File: src/verilog/afe_ctrl_cfg.svh
// Purpose: offsets, field positions and reset values of the front-end bank
// Assumes: APB byte addresses, one register per aligned 32-bit word
// Notes: definitions only
`ifndef AFE_CTRL_CFG_SVH
`define AFE_CTRL_CFG_SVH
// ======================================================
// register byte offsets
`define OFF_AMP_GAIN_REF 8'h00
`define OFF_INPUT_CONN 8'h04
`define OFF_CHAN_SEL 8'h08
`define OFF_LOWNOISE 8'h0c
`define OFF_DAC_HIGH 8'h10
`define OFF_DAC_LOW 8'h14
// ======================================================
// implemented-bit masks and reset values
`define MASK_INPUT_CONN 8'he0
`define MASK_LOWNOISE 8'h87
`define MASK_DAC_LOW 8'h0f
`define RST_BYTE 8'h00
// ======================================================
// field positions
`define POS_REF_PAIR 6
`define POS_CONV_GAIN 5
`define POS_AMP_EN 4
`define POS_AMP_BYP 3
`define POS_SHORT 7
`define POS_ROUTE 5
`define POS_NEG_SEL 4
`define POS_LN_EN 7
`define POS_LN_POS 2
`endif

File: src/verilog/afe_ctrl_pkg.sv
// Purpose: types of the front-end control bank
// Assumes: constants live in afe_ctrl_cfg.svh
// Notes: mux codes are shared by both input selectors
package afe_ctrl_pkg;
   typedef enum logic [3:0] {
      MUX_PIN0 = 4'h0,
      MUX_PIN1 = 4'h1,
      MUX_PIN2 = 4'h2,
      MUX_PIN3 = 4'h3,
      MUX_VCM = 4'h8,
      MUX_DAC = 4'h9,
      MUX_TEMP = 4'ha,
      MUX_LNAMP = 4'hb,
      MUX_GND = 4'hf
   } mux_code_t;
   typedef enum logic [1:0] {
      REF_VCM = 2'h0,
      REF_VREG = 2'h1,
      REF_HALF = 2'h2,
      REF_QUARTER = 2'h3
   } ref_pair_t;
endpackage

File: src/verilog/mux_decode.sv
// Purpose: one-hot decode of an input multiplexer code
// Assumes: same clock as the bank; output registered
// Notes: reserved codes give all zeros
`timescale 1ns/10ps
`default_nettype none
module mux_decode
   import afe_ctrl_pkg::*;
(
   input wire logic clk,
   input wire logic rst,
   input wire logic [3:0] code,
   output logic [8:0] onehot
);
   // bit order: pin0..pin3, vcm, dac, temp, lnamp, gnd
   logic [8:0] onehot_next;
   always_comb begin
      case (code)
         MUX_PIN0: onehot_next = 9'h001;
         MUX_PIN1: onehot_next = 9'h002;
         MUX_PIN2: onehot_next = 9'h004;
         MUX_PIN3: onehot_next = 9'h008;
         MUX_VCM: onehot_next = 9'h010;
         MUX_DAC: onehot_next = 9'h020;
         MUX_TEMP: onehot_next = 9'h040;
         MUX_LNAMP: onehot_next = 9'h080;
         MUX_GND: onehot_next = 9'h100;
         default: onehot_next = 9'h000;
      endcase
   end
   always_ff @(posedge clk) begin
      if (rst) begin
         onehot <= 9'h000;
      end else begin
         onehot <= onehot_next;
      end
   end
endmodule // mux_decode
`default_nettype wire

File: src/verilog/afe_ctrl_regs.sv
// Purpose: APB register bank steering the analog front end
// Assumes: single clock, synchronous active-high reset, zero-wait APB
// Notes: analog controls are registered decodes of the stored fields
//
// Functional notes
// - reference pair 00 vcm, 01 regulated, 10 half, 11 quarter
// - converter gain bit clear gives gain one, set gives gain two
// - amplifier enable gates every programmable amplifier function
// - bypass bit routes the input around the programmable amplifier
// - amplifier gain is two to the power of the three-bit field
// - input-short bit connects the two selected input ends
// - two-bit route field steers input ends to amplifier inputs
// - negative mux codes select pins, vcm, dac, sensor, lnamp, ground
// - positive mux uses same map, code 1010 is sensor positive
// - low-noise enable bit seven enables the low-noise amplifier
// - low-noise positive select chooses pin or common-mode voltage
// - low-noise switch bits close their switches when set
// - unimplemented bits ignore writes and read as zero
// - dac low register holds code bits three to zero
// - dac low write fills shadow; high write copies shadow to low
// - implemented bits clear to zero on reset
// - dac high holds code bits eleven to four, fully read-write
`timescale 1ns/10ps
`default_nettype none
`include "afe_ctrl_cfg.svh"
module afe_ctrl_regs
   import afe_ctrl_pkg::*;
(
   input wire logic clk,
   input wire logic rst,
   input wire logic psel,
   input wire logic penable,
   input wire logic pwrite,
   input wire logic [7:0] paddr,
   input wire logic [31:0] pwdata,
   input wire logic [3:0] pstrb,
   output logic [31:0] prdata,
   output logic pready,
   output logic pslverr,
   output logic [1:0] ref_pair_sel,
   output logic conv_gain_sel,
   output logic amp_enable,
   output logic amp_bypass,
   output logic [7:0] amp_gain,
   output logic input_short,
   output logic [1:0] input_route_sel,
   output logic [8:0] neg_input_onehot,
   output logic [8:0] pos_input_onehot,
   output logic lownoise_amp_enable,
   output logic lownoise_pos_input_sel,
   output logic lownoise_switch_b,
   output logic lownoise_switch_a,
   output logic [11:0] dac_code
);
   // ======================================================
   // state
   typedef struct packed {
      logic [7:0] gain_ref;
      logic [7:0] conn;
      logic [7:0] chan;
      logic [7:0] lownoise;
      logic [7:0] dac_high;
      logic [7:0] dac_low;
      logic [7:0] dac_shadow;
      logic [31:0] rdata;
      logic ready;
      logic err;
      logic [1:0] ref_pair;
      logic conv_gain;
      logic amp_en;
      logic amp_byp;
      logic [7:0] amp_gain;
      logic in_short;
      logic [1:0] route;
      logic ln_en;
      logic ln_pos;
      logic ln_sw_b;
      logic ln_sw_a;
      logic [11:0] dac_code;
   } state_t;

   state_t state_reg;
   state_t state_next;

   function automatic logic addr_known(input logic [7:0] a);
      addr_known = (a == `OFF_AMP_GAIN_REF) || (a == `OFF_INPUT_CONN) ||
                   (a == `OFF_CHAN_SEL) || (a == `OFF_LOWNOISE) ||
                   (a == `OFF_DAC_HIGH) || (a == `OFF_DAC_LOW);
   endfunction

   // gain = 2 ** code, as a one-hot weight
   function automatic logic [7:0] pow2(input logic [2:0] c);
      pow2 = 8'h01 << c;
   endfunction

   logic setup;
   logic access;
   logic wr_en;
   logic lane0;
   logic [7:0] wbyte;
   logic [31:0] rd_mux;

   assign setup = psel && !penable;
   assign lane0 = pstrb[0];
   assign wbyte = pwdata[7:0];
   // a write lands only at the edge where the master sees pready high,
   // so an unfinished transfer can never change a register
   assign access = psel && penable && state_reg.ready;
   assign wr_en = access && pwrite && addr_known(paddr) && lane0;

   always_comb begin
      rd_mux = 32'h0000_0000;
      case (paddr)
         `OFF_AMP_GAIN_REF: rd_mux = {24'h00_0000, state_reg.gain_ref};
         `OFF_INPUT_CONN: rd_mux = {24'h00_0000, state_reg.conn};
         `OFF_CHAN_SEL: rd_mux = {24'h00_0000, state_reg.chan};
         `OFF_LOWNOISE: rd_mux = {24'h00_0000, state_reg.lownoise};
         `OFF_DAC_HIGH: rd_mux = {24'h00_0000, state_reg.dac_high};
         `OFF_DAC_LOW: rd_mux = {24'h00_0000, state_reg.dac_low};
         default: rd_mux = 32'h0000_0000;
      endcase
   end

   // ======================================================
   // next state
   always_comb begin
      state_next = state_reg;
      state_next.ready = setup;
      state_next.err = setup && !addr_known(paddr);
      if (setup && !pwrite) begin
         state_next.rdata = rd_mux;
      end else if (setup) begin
         state_next.rdata = 32'h0000_0000;
      end
      if (wr_en) begin
         case (paddr)
            `OFF_AMP_GAIN_REF: state_next.gain_ref = wbyte;
            `OFF_INPUT_CONN:
               state_next.conn = wbyte & `MASK_INPUT_CONN;
            `OFF_CHAN_SEL: state_next.chan = wbyte;
            `OFF_LOWNOISE:
               state_next.lownoise = wbyte & `MASK_LOWNOISE;
            `OFF_DAC_HIGH: begin
               state_next.dac_high = wbyte;
               state_next.dac_low = state_reg.dac_shadow;
            end
            `OFF_DAC_LOW:
               state_next.dac_shadow = wbyte & `MASK_DAC_LOW;
            default: state_next.chan = state_reg.chan;
         endcase
      end
      // analog control decode, all from stored fields
      state_next.ref_pair = state_reg.gain_ref[`POS_REF_PAIR +: 2];
      state_next.conv_gain = state_reg.gain_ref[`POS_CONV_GAIN];
      state_next.amp_en = state_reg.gain_ref[`POS_AMP_EN];
      // disabled amplifier presents no bypass, unity gain, no routing
      state_next.amp_byp = state_next.amp_en &&
                           state_reg.gain_ref[`POS_AMP_BYP];
      state_next.amp_gain = state_next.amp_en ?
                            pow2(state_reg.gain_ref[2:0]) : 8'h01;
      state_next.in_short = state_next.amp_en &&
                            state_reg.conn[`POS_SHORT];
      state_next.route = state_next.amp_en ?
                         state_reg.conn[`POS_ROUTE +: 2] : 2'h0;
      state_next.ln_en = state_reg.lownoise[`POS_LN_EN];
      state_next.ln_pos = state_reg.lownoise[`POS_LN_POS];
      state_next.ln_sw_b = state_reg.lownoise[1];
      state_next.ln_sw_a = state_reg.lownoise[0];
      state_next.dac_code = {state_reg.dac_high,
                             state_reg.dac_low[3:0]};
   end

   always_ff @(posedge clk) begin
      if (rst) begin
         state_reg <= '0;
         // gain is a weight, never zero, even while held in reset
         state_reg.amp_gain <= 8'h01;
      end else begin
         state_reg <= state_next;
      end
   end

   // ======================================================
   // multiplexer decode
   mux_decode u_neg (
      .clk(clk),
      .rst(rst),
      .code(state_reg.chan[`POS_NEG_SEL +: 4]),
      .onehot(neg_input_onehot)
   );
   mux_decode u_pos (
      .clk(clk),
      .rst(rst),
      .code(state_reg.chan[3:0]),
      .onehot(pos_input_onehot)
   );

   assign prdata = state_reg.rdata;
   assign pready = state_reg.ready;
   assign pslverr = state_reg.err;
   assign ref_pair_sel = state_reg.ref_pair;
   assign conv_gain_sel = state_reg.conv_gain;
   assign amp_enable = state_reg.amp_en;
   assign amp_bypass = state_reg.amp_byp;
   assign amp_gain = state_reg.amp_gain;
   assign input_short = state_reg.in_short;
   assign input_route_sel = state_reg.route;
   assign lownoise_amp_enable = state_reg.ln_en;
   assign lownoise_pos_input_sel = state_reg.ln_pos;
   assign lownoise_switch_b = state_reg.ln_sw_b;
   assign lownoise_switch_a = state_reg.ln_sw_a;
   assign dac_code = state_reg.dac_code;
endmodule // afe_ctrl_regs
`default_nettype wire

File: config.mk
export PLATFORM = sky130hd
export DESIGN_NAME = afe_ctrl_regs
export DESIGN_NICKNAME = d
export VERILOG_FILES = /design/src/verilog/afe_ctrl_pkg.sv /design/src/verilog/mux_decode.sv /design/src/verilog/afe_ctrl_regs.sv
export VERILOG_INCLUDE_DIRS = /design/src /design/src/verilog
export SDC_FILE = /design/constraint.sdc
export NUM_CORES = 1
export LEC_CHECK = 0
export ABC_AREA = 1
export BUFFER_PORTS_ARGS = -buffer_cell sky130_fd_sc_hd__buf_2
export CELL_PAD_IN_SITES_DETAIL_PLACEMENT = 1
export CELL_PAD_IN_SITES_GLOBAL_PLACEMENT = 2
export CORE_MARGIN = 3
export CORE_UTILIZATION = 29
export CTS_CLUSTER_SIZE = 25
export DETAILED_ROUTE_END_ITERATION = 10
export MAX_ROUTING_LAYER = met4
export PLACE_DENSITY = 0.8
export SETUP_SLACK_MARGIN = 0.5
export SLEW_MARGIN = 20
export SYNTH_ARGS = -nofsm -noshare
export SYNTH_HDL_FRONTEND = slang
export SYNTH_SLANG_ARGS = --single-unit
File: constraint.sdc
create_clock -name clk -period 4.1 [get_ports clk]
set_clock_uncertainty 0.15 [all_clocks]
set_input_delay 1.23 -clock clk [delete_from_list [all_inputs] [get_ports clk]]
set_output_delay 1.23 -clock clk [all_outputs]
set_load 0.005 [all_outputs]
; Yosys cells after proc, flatten, opt, wreduce, memory -nomap -nowiden
; Memory sizes are Yosys's and may differ from the RTL's. A register that Yosys moved wholly into a read port is not among the register bits.
; Index checks and enable logic that the tools add are counted.
[classes]
bitwise = 1
n_eq_ne = 5
muxes = 3
reduce_logical = 27
n_shift = 1
[ops]
columns = operator, count
row1 = 32-bit two-way mux, 2
row2 = 8-bit one-hot mux with 6 select lines, 1
row3 = 8-bit by 4-bit equality test with 1-bit output (second input constant), 2
row4 = 8-bit by 5-bit equality test with 1-bit output (second input constant), 2
row5 = 2-bit AND reduction, 6
row6 = 1-bit logical AND, 10
row7 = 8-bit by 3-bit equality test with 1-bit output (second input constant), 1
row8 = 8-bit logical NOT, 1
row9 = 1-bit by 3-bit left shift with 8-bit output (first input constant), 1
row10 = 1-bit logical OR, 5
row11 = 1-bit logical NOT, 3
row12 = 2-bit nonzero test, 1
row13 = 2-bit OR reduction, 1
row14 = 1-bit NOT, 1
[word_totals]
rom_bits = 288
register_bits = 105
output_inout_bits = 84
mem_count = 2
word_cells = 61
in_bits = 49
[memory_table]
columns = memory, words, width, read_ports, rd_ports_with_merged_regs, write_ports, line
row1 = (name not given), 16, 9, 1, 1, 0, mux_decode.sv:17  ; case (code)
row2 = (name not given), 16, 9, 1, 1, 0, mux_decode.sv:17

; Longest topological paths before layout
; Gate-level depths: netlist (run 1).
[depth]
depth_word = 9
ltp_mapped = 11
ltp_nobuf = 9

; Hierarchy
; A second synthesis (run 1) with hierarchy kept.
[unflattened]
cells_unflattened = 563
hier_area_um2 = 4090.2
[modules_own_cells]
columns = mod, seq_area_each_um2, cells_each, area_each_um2, instances
row1 = afe_ctrl_regs, 1621.6, 503, 3564.7, 1
row2 = mux_decode, 180.2, 30, 262.8, 2

; Worst setup path after synthesis (run 1)
; Ideal clock, no wire load.
[synth_path]
path_type = input port to flip-flop
startpoint = input paddr[5]
endpoint = register state_reg, in the netlist state_next[10]
required_ns = 3.837
setup_time_ns = 0.113
slack_ns = 1.571
arrival_time_ns = 2.266
path_buffers = 2
path_stages = 10
cell_sequence = inv_2 nand2_2 nor2_8 nand2_4 a21oi_4 buf_6 nand3_4 buf_2 nor2_1 nor2_1
[synth_via]
elab_chain_len = 9
elab_cells_between_ends = 14
cone_classes = eq/ne (5) / reduce/logical (9)
[synth_lines]
columns = element, line
row1 = start: declaration, afe_ctrl_regs.sv:34  ; input wire logic [7:0] paddr,
row2 = 8-bit by 3-bit equality test with 1-bit output or 8-bit logical NOT (tied branches), -
row3 = 1-bit logical OR (5 in a row), afe_ctrl_regs.sv:86  ; addr_known = (a == `OFF_AMP_GAIN_REF) || (a == `OFF_INPUT_CONN) ||
row4 = 1-bit logical AND (2 in a row), afe_ctrl_regs.sv:109  ; assign wr_en = access && pwrite && addr_known(paddr) && lane0;
row5 = 2-bit AND reduction (no line) *, -
row6 = end signal: assignment, afe_ctrl_regs.sv:179  ; state_reg <= state_next;
row7 = end: declaration, afe_ctrl_regs.sv:82  ; state_t state_reg;
; Mark *: on every way between the ends. The rest lies on a longest branch, timed or not.
; A chain may end at the register's enable or synchronous reset.

; Final worst setup path (run 1)
[layout_path]
startpoint = input paddr[5]
endpoint = register state_reg[102] in the netlist's numbering
; Same word-level chain as after synthesis.

==> impl_metrics.env, run 1 <==
export IMPL_status="finished clean"
export IMPL_power_density_mw_per_mm2=437
export IMPL_hp_start="state_next[30]"
export IMPL_finalPower_mw=2.06
export IMPL_syn_inst=549
export IMPL_placed_area_sq_mm=0.00434
export IMPL_power_switching_mw=0.408
export IMPL_cp_top_family="simple AND/OR/NAND/NOR gates"
export IMPL_syn2layout_area_growth_pct=14.7
export IMPL_vdd_ir_drop_worst_mv=0.165
export IMPL_ys_seq_elements=99
export IMPL_portBuffers=81
export IMPL_largest_reg_flops=20
export IMPL_yosys_area_share_simple_pct=31.8
export IMPL_slowest_stage="a21oi_4"
export IMPL_slowest_delay_ns=0.44
export IMPL_syn_area_per_cell_sq_um=7.47
export IMPL_share_seq_of_total_power_pct=46.8
export IMPL_grt_max_degree=25
export IMPL_h_tree_depth=3
export IMPL_yosysSeqAreaShare_pct=48.3
export IMPL_drtIter0Drc=151
export IMPL_ff_latch_area_sq_mm=0.00198
export IMPL_grt_total_usage_pct=14.6
export IMPL_worstSetupPathType="input pin to flip-flop"
export IMPL_synth_compound_area_share_pct=2.84
export IMPL_cts_tree="yes"
export IMPL_grt_pass1_vias=3400
export IMPL_post_cts_resized=0
export IMPL_critPathLaunchType="input pin"
export IMPL_period_needed_ns=2.89
export IMPL_multiInputGateArea_sq_mm=0.00151
export IMPL_clockBufferDepth=2
export IMPL_die_h_um=125
export IMPL_hold_buffers=0
export IMPL_synth_area_sq_mm=0.00410
export IMPL_fillers=1700
export IMPL_synth_adder_area_share_pct=0
export IMPL_p_sw_share_pct=19.8
export IMPL_die_width_um=125
export IMPL_vias_per_cell=4.30
export IMPL_wl_per_cell_um=14.2
export IMPL_cts_sinks=99
export IMPL_final_hold_viol_count=0
export IMPL_clock_power_share_pct=50.0
export IMPL_fin_tns_setup_ns=0
export IMPL_p_leak_nw=2.38
export IMPL_drc=0
export IMPL_cp_cell_sequence="buf_2 -> inv_2 -> nand2_2 -> nor2_8 -> nand2_4 -> a21oi_4 -> nand3_2 -> nor2_1 -> nor2_1"
export IMPL_path_buf_inv=2
export IMPL_relSlewSlack_pct=54.2
export IMPL_finalCritPeriodShare_pct=70.6
export IMPL_place_gp_congestion=0.781
export IMPL_fmax_mhz=346
export IMPL_finalSetupViolCount=0
export IMPL_cp_end_kind="flip-flop"
export IMPL_yosysWarnings=0
export IMPL_antenna_left=0
export IMPL_cp_arrival_ns=2.98
export IMPL_routed_wl_mm=11.0
export IMPL_crit_start="paddr[5]"
export IMPL_synth_top_family_by_area="simple AND/OR/NAND/NOR gates"
export IMPL_io_pins=133
export IMPL_hp_class="flip-flop to flip-flop"
export IMPL_cts_buffers=9
export IMPL_drive_gt1_share_pct=19.0
export IMPL_worst_slew_pin_slew_ns=0.686
export IMPL_worstPathRequired_ns=4.18
export IMPL_root_buffer="clkbuf_16"
export IMPL_path_max_fanout=16
export IMPL_hpwl_mm=8.26
export IMPL_rr_startpoint="pready"
export IMPL_rows=42
export IMPL_critPathMostFrequentCell="nor2_1"
export IMPL_synth_xor_area_share_pct=0
export IMPL_yosysUniqueCellTypes=27
export IMPL_post_place_cells=762
export IMPL_cts_setup_buffers=0
export IMPL_cap_violations=0
export IMPL_die_area_sq_mm=0.0156
export IMPL_antenna_found_initial=1
export IMPL_final_cell_count_no_fill=778
export IMPL_core_area_sq_mm=0.0136
export IMPL_clock_latency_ns=0.34
export IMPL_clk_pin_slew_ns=0.07
export IMPL_drt_pass1_iter_count=4
export IMPL_postLayoutCellArea_sq_mm=0.00470
export IMPL_p_int_mw=1.65
export IMPL_overflow=0
export IMPL_yosys_mux_area_fraction_pct=0
export IMPL_start_util_pct=30.2
export IMPL_finalMaxSlewViolations=0
export IMPL_grt_pass1_wl_mm=17.8
export IMPL_nNetsFinal=646
export IMPL_combPwrFrac_pct=3.2
export IMPL_num_vias=3348
export IMPL_rsz0062_at_grt="false"
## final cells by class
cell class              count  share of cell area (%)
diodes                      1                  0.0532
well taps                 176                    4.68
clock buffers              10                    5.08
flip-flops and latches     99                    42.1
inverters                  52                    4.15
multi-input cells         351                    32.1
repair buffers             84                    9.10
clock inverters             5                    2.66
## cell families after synthesis
kind of cell / after synthesis
flops: 99
compound gates: 20
buf+inv: 122
simple gates: 307
other cells: 1
## metal layers
metal	part of all wire (%)	global-route usage (%)
met1	44	17.3
met2	49	24.8
met3	4.9	2.66
met4	1.7	5.23
met5	0	-
## worst reg2reg max path: cells and delay by family (launching register included)
family / cells / cell delay, ns
flops: 1 / 0.34
simple gates: 5 / 1.42
## power groups by stage
| stage | sequential [mW] | clock, mW | combinational [mW] |
|---|---|---|---|
| floorplan | 0.986 | 0 | 0.0500 |
| global placement | 0.985 | 0 | 0.0651 |
| detailed placement | 0.986 | 0 | 0.0663 |
| CTS | 0.964 | 1.05 | 0.0666 |
| global route | 0.963 | 1.10 | 0.0739 |
| finish | 0.964 | 1.03 | 0.0660 |
## path summary, 6_finish.rpt
kind | to | slack [ns] | depth (start not counted)
setup / recovery | state_reg[102] | 1.21 | 9
hold / removal | ref_pair_sel[0] | 0.30 | 2
setup reg to reg | state_reg[102] | 2.09 | 5
hold reg to reg | ref_pair_sel[0] | 0.30 | 2
## cells in the mapped netlist (all sizes together)
master / instances / area [sq um]
nand2: 127 / 489
nor2: 124 / 489
dfxtp: 99 / 1980
buf: 61 / 464
inv: 51 / 191
nand3: 26 / 165
nor3: 22 / 110
a21oi: 9 / 56.3
clkbuf: 9 / 33.8
o21ai: 9 / 45.0
nand4: 5 / 31.3
nor4: 2 / 12.5
clkinv: 1 / 3.75
conb: 1 / 3.75
nand3b: 1 / 7.51
o211ai: 1 / 7.51
o31ai: 1 / 7.51
## layout by cell type, fill, tap and decap left out, types with 3 or more instances in the layout
| cell type | count |
|---|---|
| nand2_1 | 124 |
| nor2_1 | 120 |
| dfxtp_1 | 99 |
| buf_2 | 81 |
| inv_1 | 48 |
| conb_1 | 24 |
| nand3_1 | 22 |
| nor3_1 | 22 |
| o21ai_0 | 9 |
| clkbuf_16 | 9 |
| a21oi_1 | 8 |
| nand4_1 | 5 |
| bufinv_16 | 4 |
| inv_2 | 3 |
| nor2_2 | 3 |
| buf_4 | 3 |
## stage by stage
stage | utilization (%) | hold slack [ns] | setup slack, ns
2_1_floorplan | - | 0.275 | 1.57
3_3_place_gp | 32.0 | 0.297 | 0.959
3_5_place_dp | 32.0 | 0.288 | 0.887
4_1_cts | 34.7 | 0.298 | 1.23
5_1_grt | 34.7 | 0.335 | 1.10
6_report | 34.7 | 0.298 | 1.21
(Power assumes the default switching activity.)
==> inputs of run 2 (changes only) <==
- CORE_UTILIZATION: 29 -> 25
- PLACE_DENSITY: 0.8 -> 0.73
- clock period: 4.1 -> 2.52 ns (I/O delays scaled with it)
==> run 2 against run 1 <==
  * Via count is 1.3% higher
  * Count of clock-buffer cells in the layout unchanged
  * Clock power rose by 37%
  * Power grew 51%
  * Core utilization is 3.2 points lower
  * Critical path type unchanged
  * Largest cell class unchanged
  * Largest power group is now registers
  * Highest routed layer unchanged
==> impl_metrics.env, run 2 (synthesized netlist as in run 1, its figures left out) <==
export IMPL_largest_reg_flops=20
export IMPL_rrSetupSlack_ns=0.85
export IMPL_worstPathRequired_ns=2.59
export IMPL_ff_latch_area_sq_mm=0.00198
export IMPL_cts_sinks=99
export IMPL_critPathLaunchType="input pin"
export IMPL_rows=46
export IMPL_antenna_left=0
export IMPL_holdPathStages=2
export IMPL_antenna_found_initial=1
export IMPL_relSlewSlack_pct=63.6
export IMPL_cp_cell_sequence="buf_2 -> nor2_2 -> nand2_2 -> buf_4 -> clkinv_1 -> buf_4 -> nand3_1 -> nand3_1 -> o21ai_0 -> a21oi_1"
export IMPL_grt_total_usage_pct=13.1
export IMPL_die_h_um=134
export IMPL_final_cell_mix="122 x nand2_1, 116 x nor2_1, 99 x dfxtp_1"
export IMPL_drtIter0Drc=136
export IMPL_worstSetupPathType="input pin to flip-flop"
export IMPL_final_hold_viol_count=0
export IMPL_power_density_mw_per_mm2=619
export IMPL_vias_per_cell=4.02
export IMPL_whs_endpoint="dac_code[7]"
export IMPL_period_needed_ns=1.98
export IMPL_num_vias=3390
export IMPL_path_max_fanout=4
export IMPL_cp_end_kind="flip-flop"
export IMPL_finalSetupViolCount=0
export IMPL_cp_arrival_ns=2.05
export IMPL_h_tree_depth=3
export IMPL_r2r_end="state_reg[67]"
export IMPL_syn2layout_area_growth_pct=22.4
export IMPL_status="finished clean"
export IMPL_gr_usage_met3_pct=3.00
export IMPL_cts_tree="yes"
export IMPL_clock_latency_ns=0.35
export IMPL_gr_usage_met1_pct=16.8
export IMPL_die_area_sq_mm=0.0180
export IMPL_root_buffer="clkbuf_16"
export IMPL_core_area_sq_mm=0.0159
export IMPL_start_util_pct=25.7
export IMPL_grt_pass1_vias=3493
export IMPL_slowest_stage="o21ai_0"
export IMPL_rsz0062_at_grt="true"
export IMPL_multiInputGateArea_sq_mm=0.00157
export IMPL_met2_usage_pct=20.6
export IMPL_clk_pin_slew_ns=0.07
export IMPL_hold_buffers=0
export IMPL_drt_pass1_iter_count=4
export IMPL_wl_per_cell_um=13.3
export IMPL_final_core_util_pct=31.5
export IMPL_rr_startpoint="pready"
export IMPL_clockBufferDepth=2
export IMPL_hp_start="state_next[7]"
export IMPL_finalCritPeriodShare_pct=78.6
export IMPL_hpwl_mm=8.62
export IMPL_p_leak_nw=2.49
export IMPL_vdd_ir_drop_worst_mv=0.362
export IMPL_place_gp_congestion=0.795
export IMPL_grt_max_degree=33
export IMPL_rr_worst_depth=7
export IMPL_fmax_mhz=505
export IMPL_final_cell_count_no_fill=844
export IMPL_cap_violations=0
export IMPL_fin_tns_setup_ns=0
export IMPL_post_place_cells=825
export IMPL_hp_class="flip-flop to flip-flop"
export IMPL_portBuffers=81
export IMPL_fillers=2009
export IMPL_drc=0
export IMPL_drive_gt1_share_pct=23.4
export IMPL_nNetsFinal=671
export IMPL_io_pins=133
export IMPL_finalMaxSlewViolations=0
export IMPL_cts_buffers=9
export IMPL_grt_pass1_wl_mm=17.9
export IMPL_layout_commonest_cell="nand2_1"
export IMPL_worst_slew_pin_slew_ns=0.544
export IMPL_die_width_um=134
export IMPL_overflow=0
export IMPL_slowest_delay_ns=0.33
export IMPL_routed_wl_mm=11.2
export IMPL_grt_busiest_layer="met2"
[run 2: cell types whose count changed in the layout (fill, tap and decap cells not counted), sizes merged]
cell | before | now
buf | 84 | 109
bufinv | 4 | 1
clkinvlp | 0 | 2
clkinv | 2 | 3
inv | 51 | 52
[run 2: cell type report]
class                      instances  share of cell area [%]
multi-input combinational        351                    31.2
inverter                          52                    4.36
clock buffer                      10                    4.76
sequential                        99                    39.5
tap                              216                    5.38
clock inverter                     6                    1.27
timing repair buffer             109                    13.5
antenna                            1                  0.0499
[run 2: what timing repair did]
item / CTS / global route
setup buffers: 0 / 2
pin swaps: 0 / 7
gates resized for setup: 1 / 13
setup endpoints to repair: 1 / 25
gates cloned: 0 / 0
endpoints found under the hold margin: 0 / 0
[run 2: worst max-delay path, delay by kind of cell]
| family | cells | cell delay (ns) |
|---|---|---|
| buf+inv | 4 | 0.56 |
| compound gates | 2 | 0.44 |
| simple gates | 4 | 0.30 |
[run 2: routing by layer]
| layer | part of all wire (%) | routed length (um) | vias up |
|---|---|---|---|
| met1 | 47 | 5320 | 1556 |
| met2 | 47 | 5240 | 77 |
| li1 | - | - | 1749 |
| met5 | 0 | 0 | - |
| met3 | 4.4 | 497 | 8 |
| met4 | 1.5 | 172 | 0 |
[run 2: worst max path at each step]
stage / startpoint / to / slack (ns) / cells after the start
after floorplan: paddr[7] / state_next[0] / 0.50 / 10
after global placement: paddr[7] / state_reg[105] / 0.19 / 12
after detailed placement: paddr[6] / state_reg[99] / 0.14 / 11
after CTS: paddr[7] / state_reg[99] / 0.50 / 13
after global routing: paddr[6] / state_reg[113] / 0.49 / 10
final: paddr[6] / prdata[7] / 0.54 / 10
[run 2: report_power, final]
group	total [mW]	switching (mW)	internal [mW]
clock network	1.41	0.610	0.797
logic	0.133	0.0905	0.0425
registers	1.57	0.000738	1.57
[run 2: through the flow]
| step | power (mW) | area [sq um] | setup WS [ns] | hold slack [ns] |
|---|---|---|---|---|
| after floorplan | 1.69 | 4240 | 0.497 | 0.275 |
| after global placement | 1.73 | 4650 | 0.194 | 0.294 |
| after detailed placement | 1.73 | 4650 | 0.139 | 0.298 |
| after CTS | 3.13 | 4960 | 0.502 | 0.310 |
| after global routing | 3.22 | 5020 | 0.493 | 0.334 |
| final | 3.11 | 5020 | 0.539 | 0.310 |
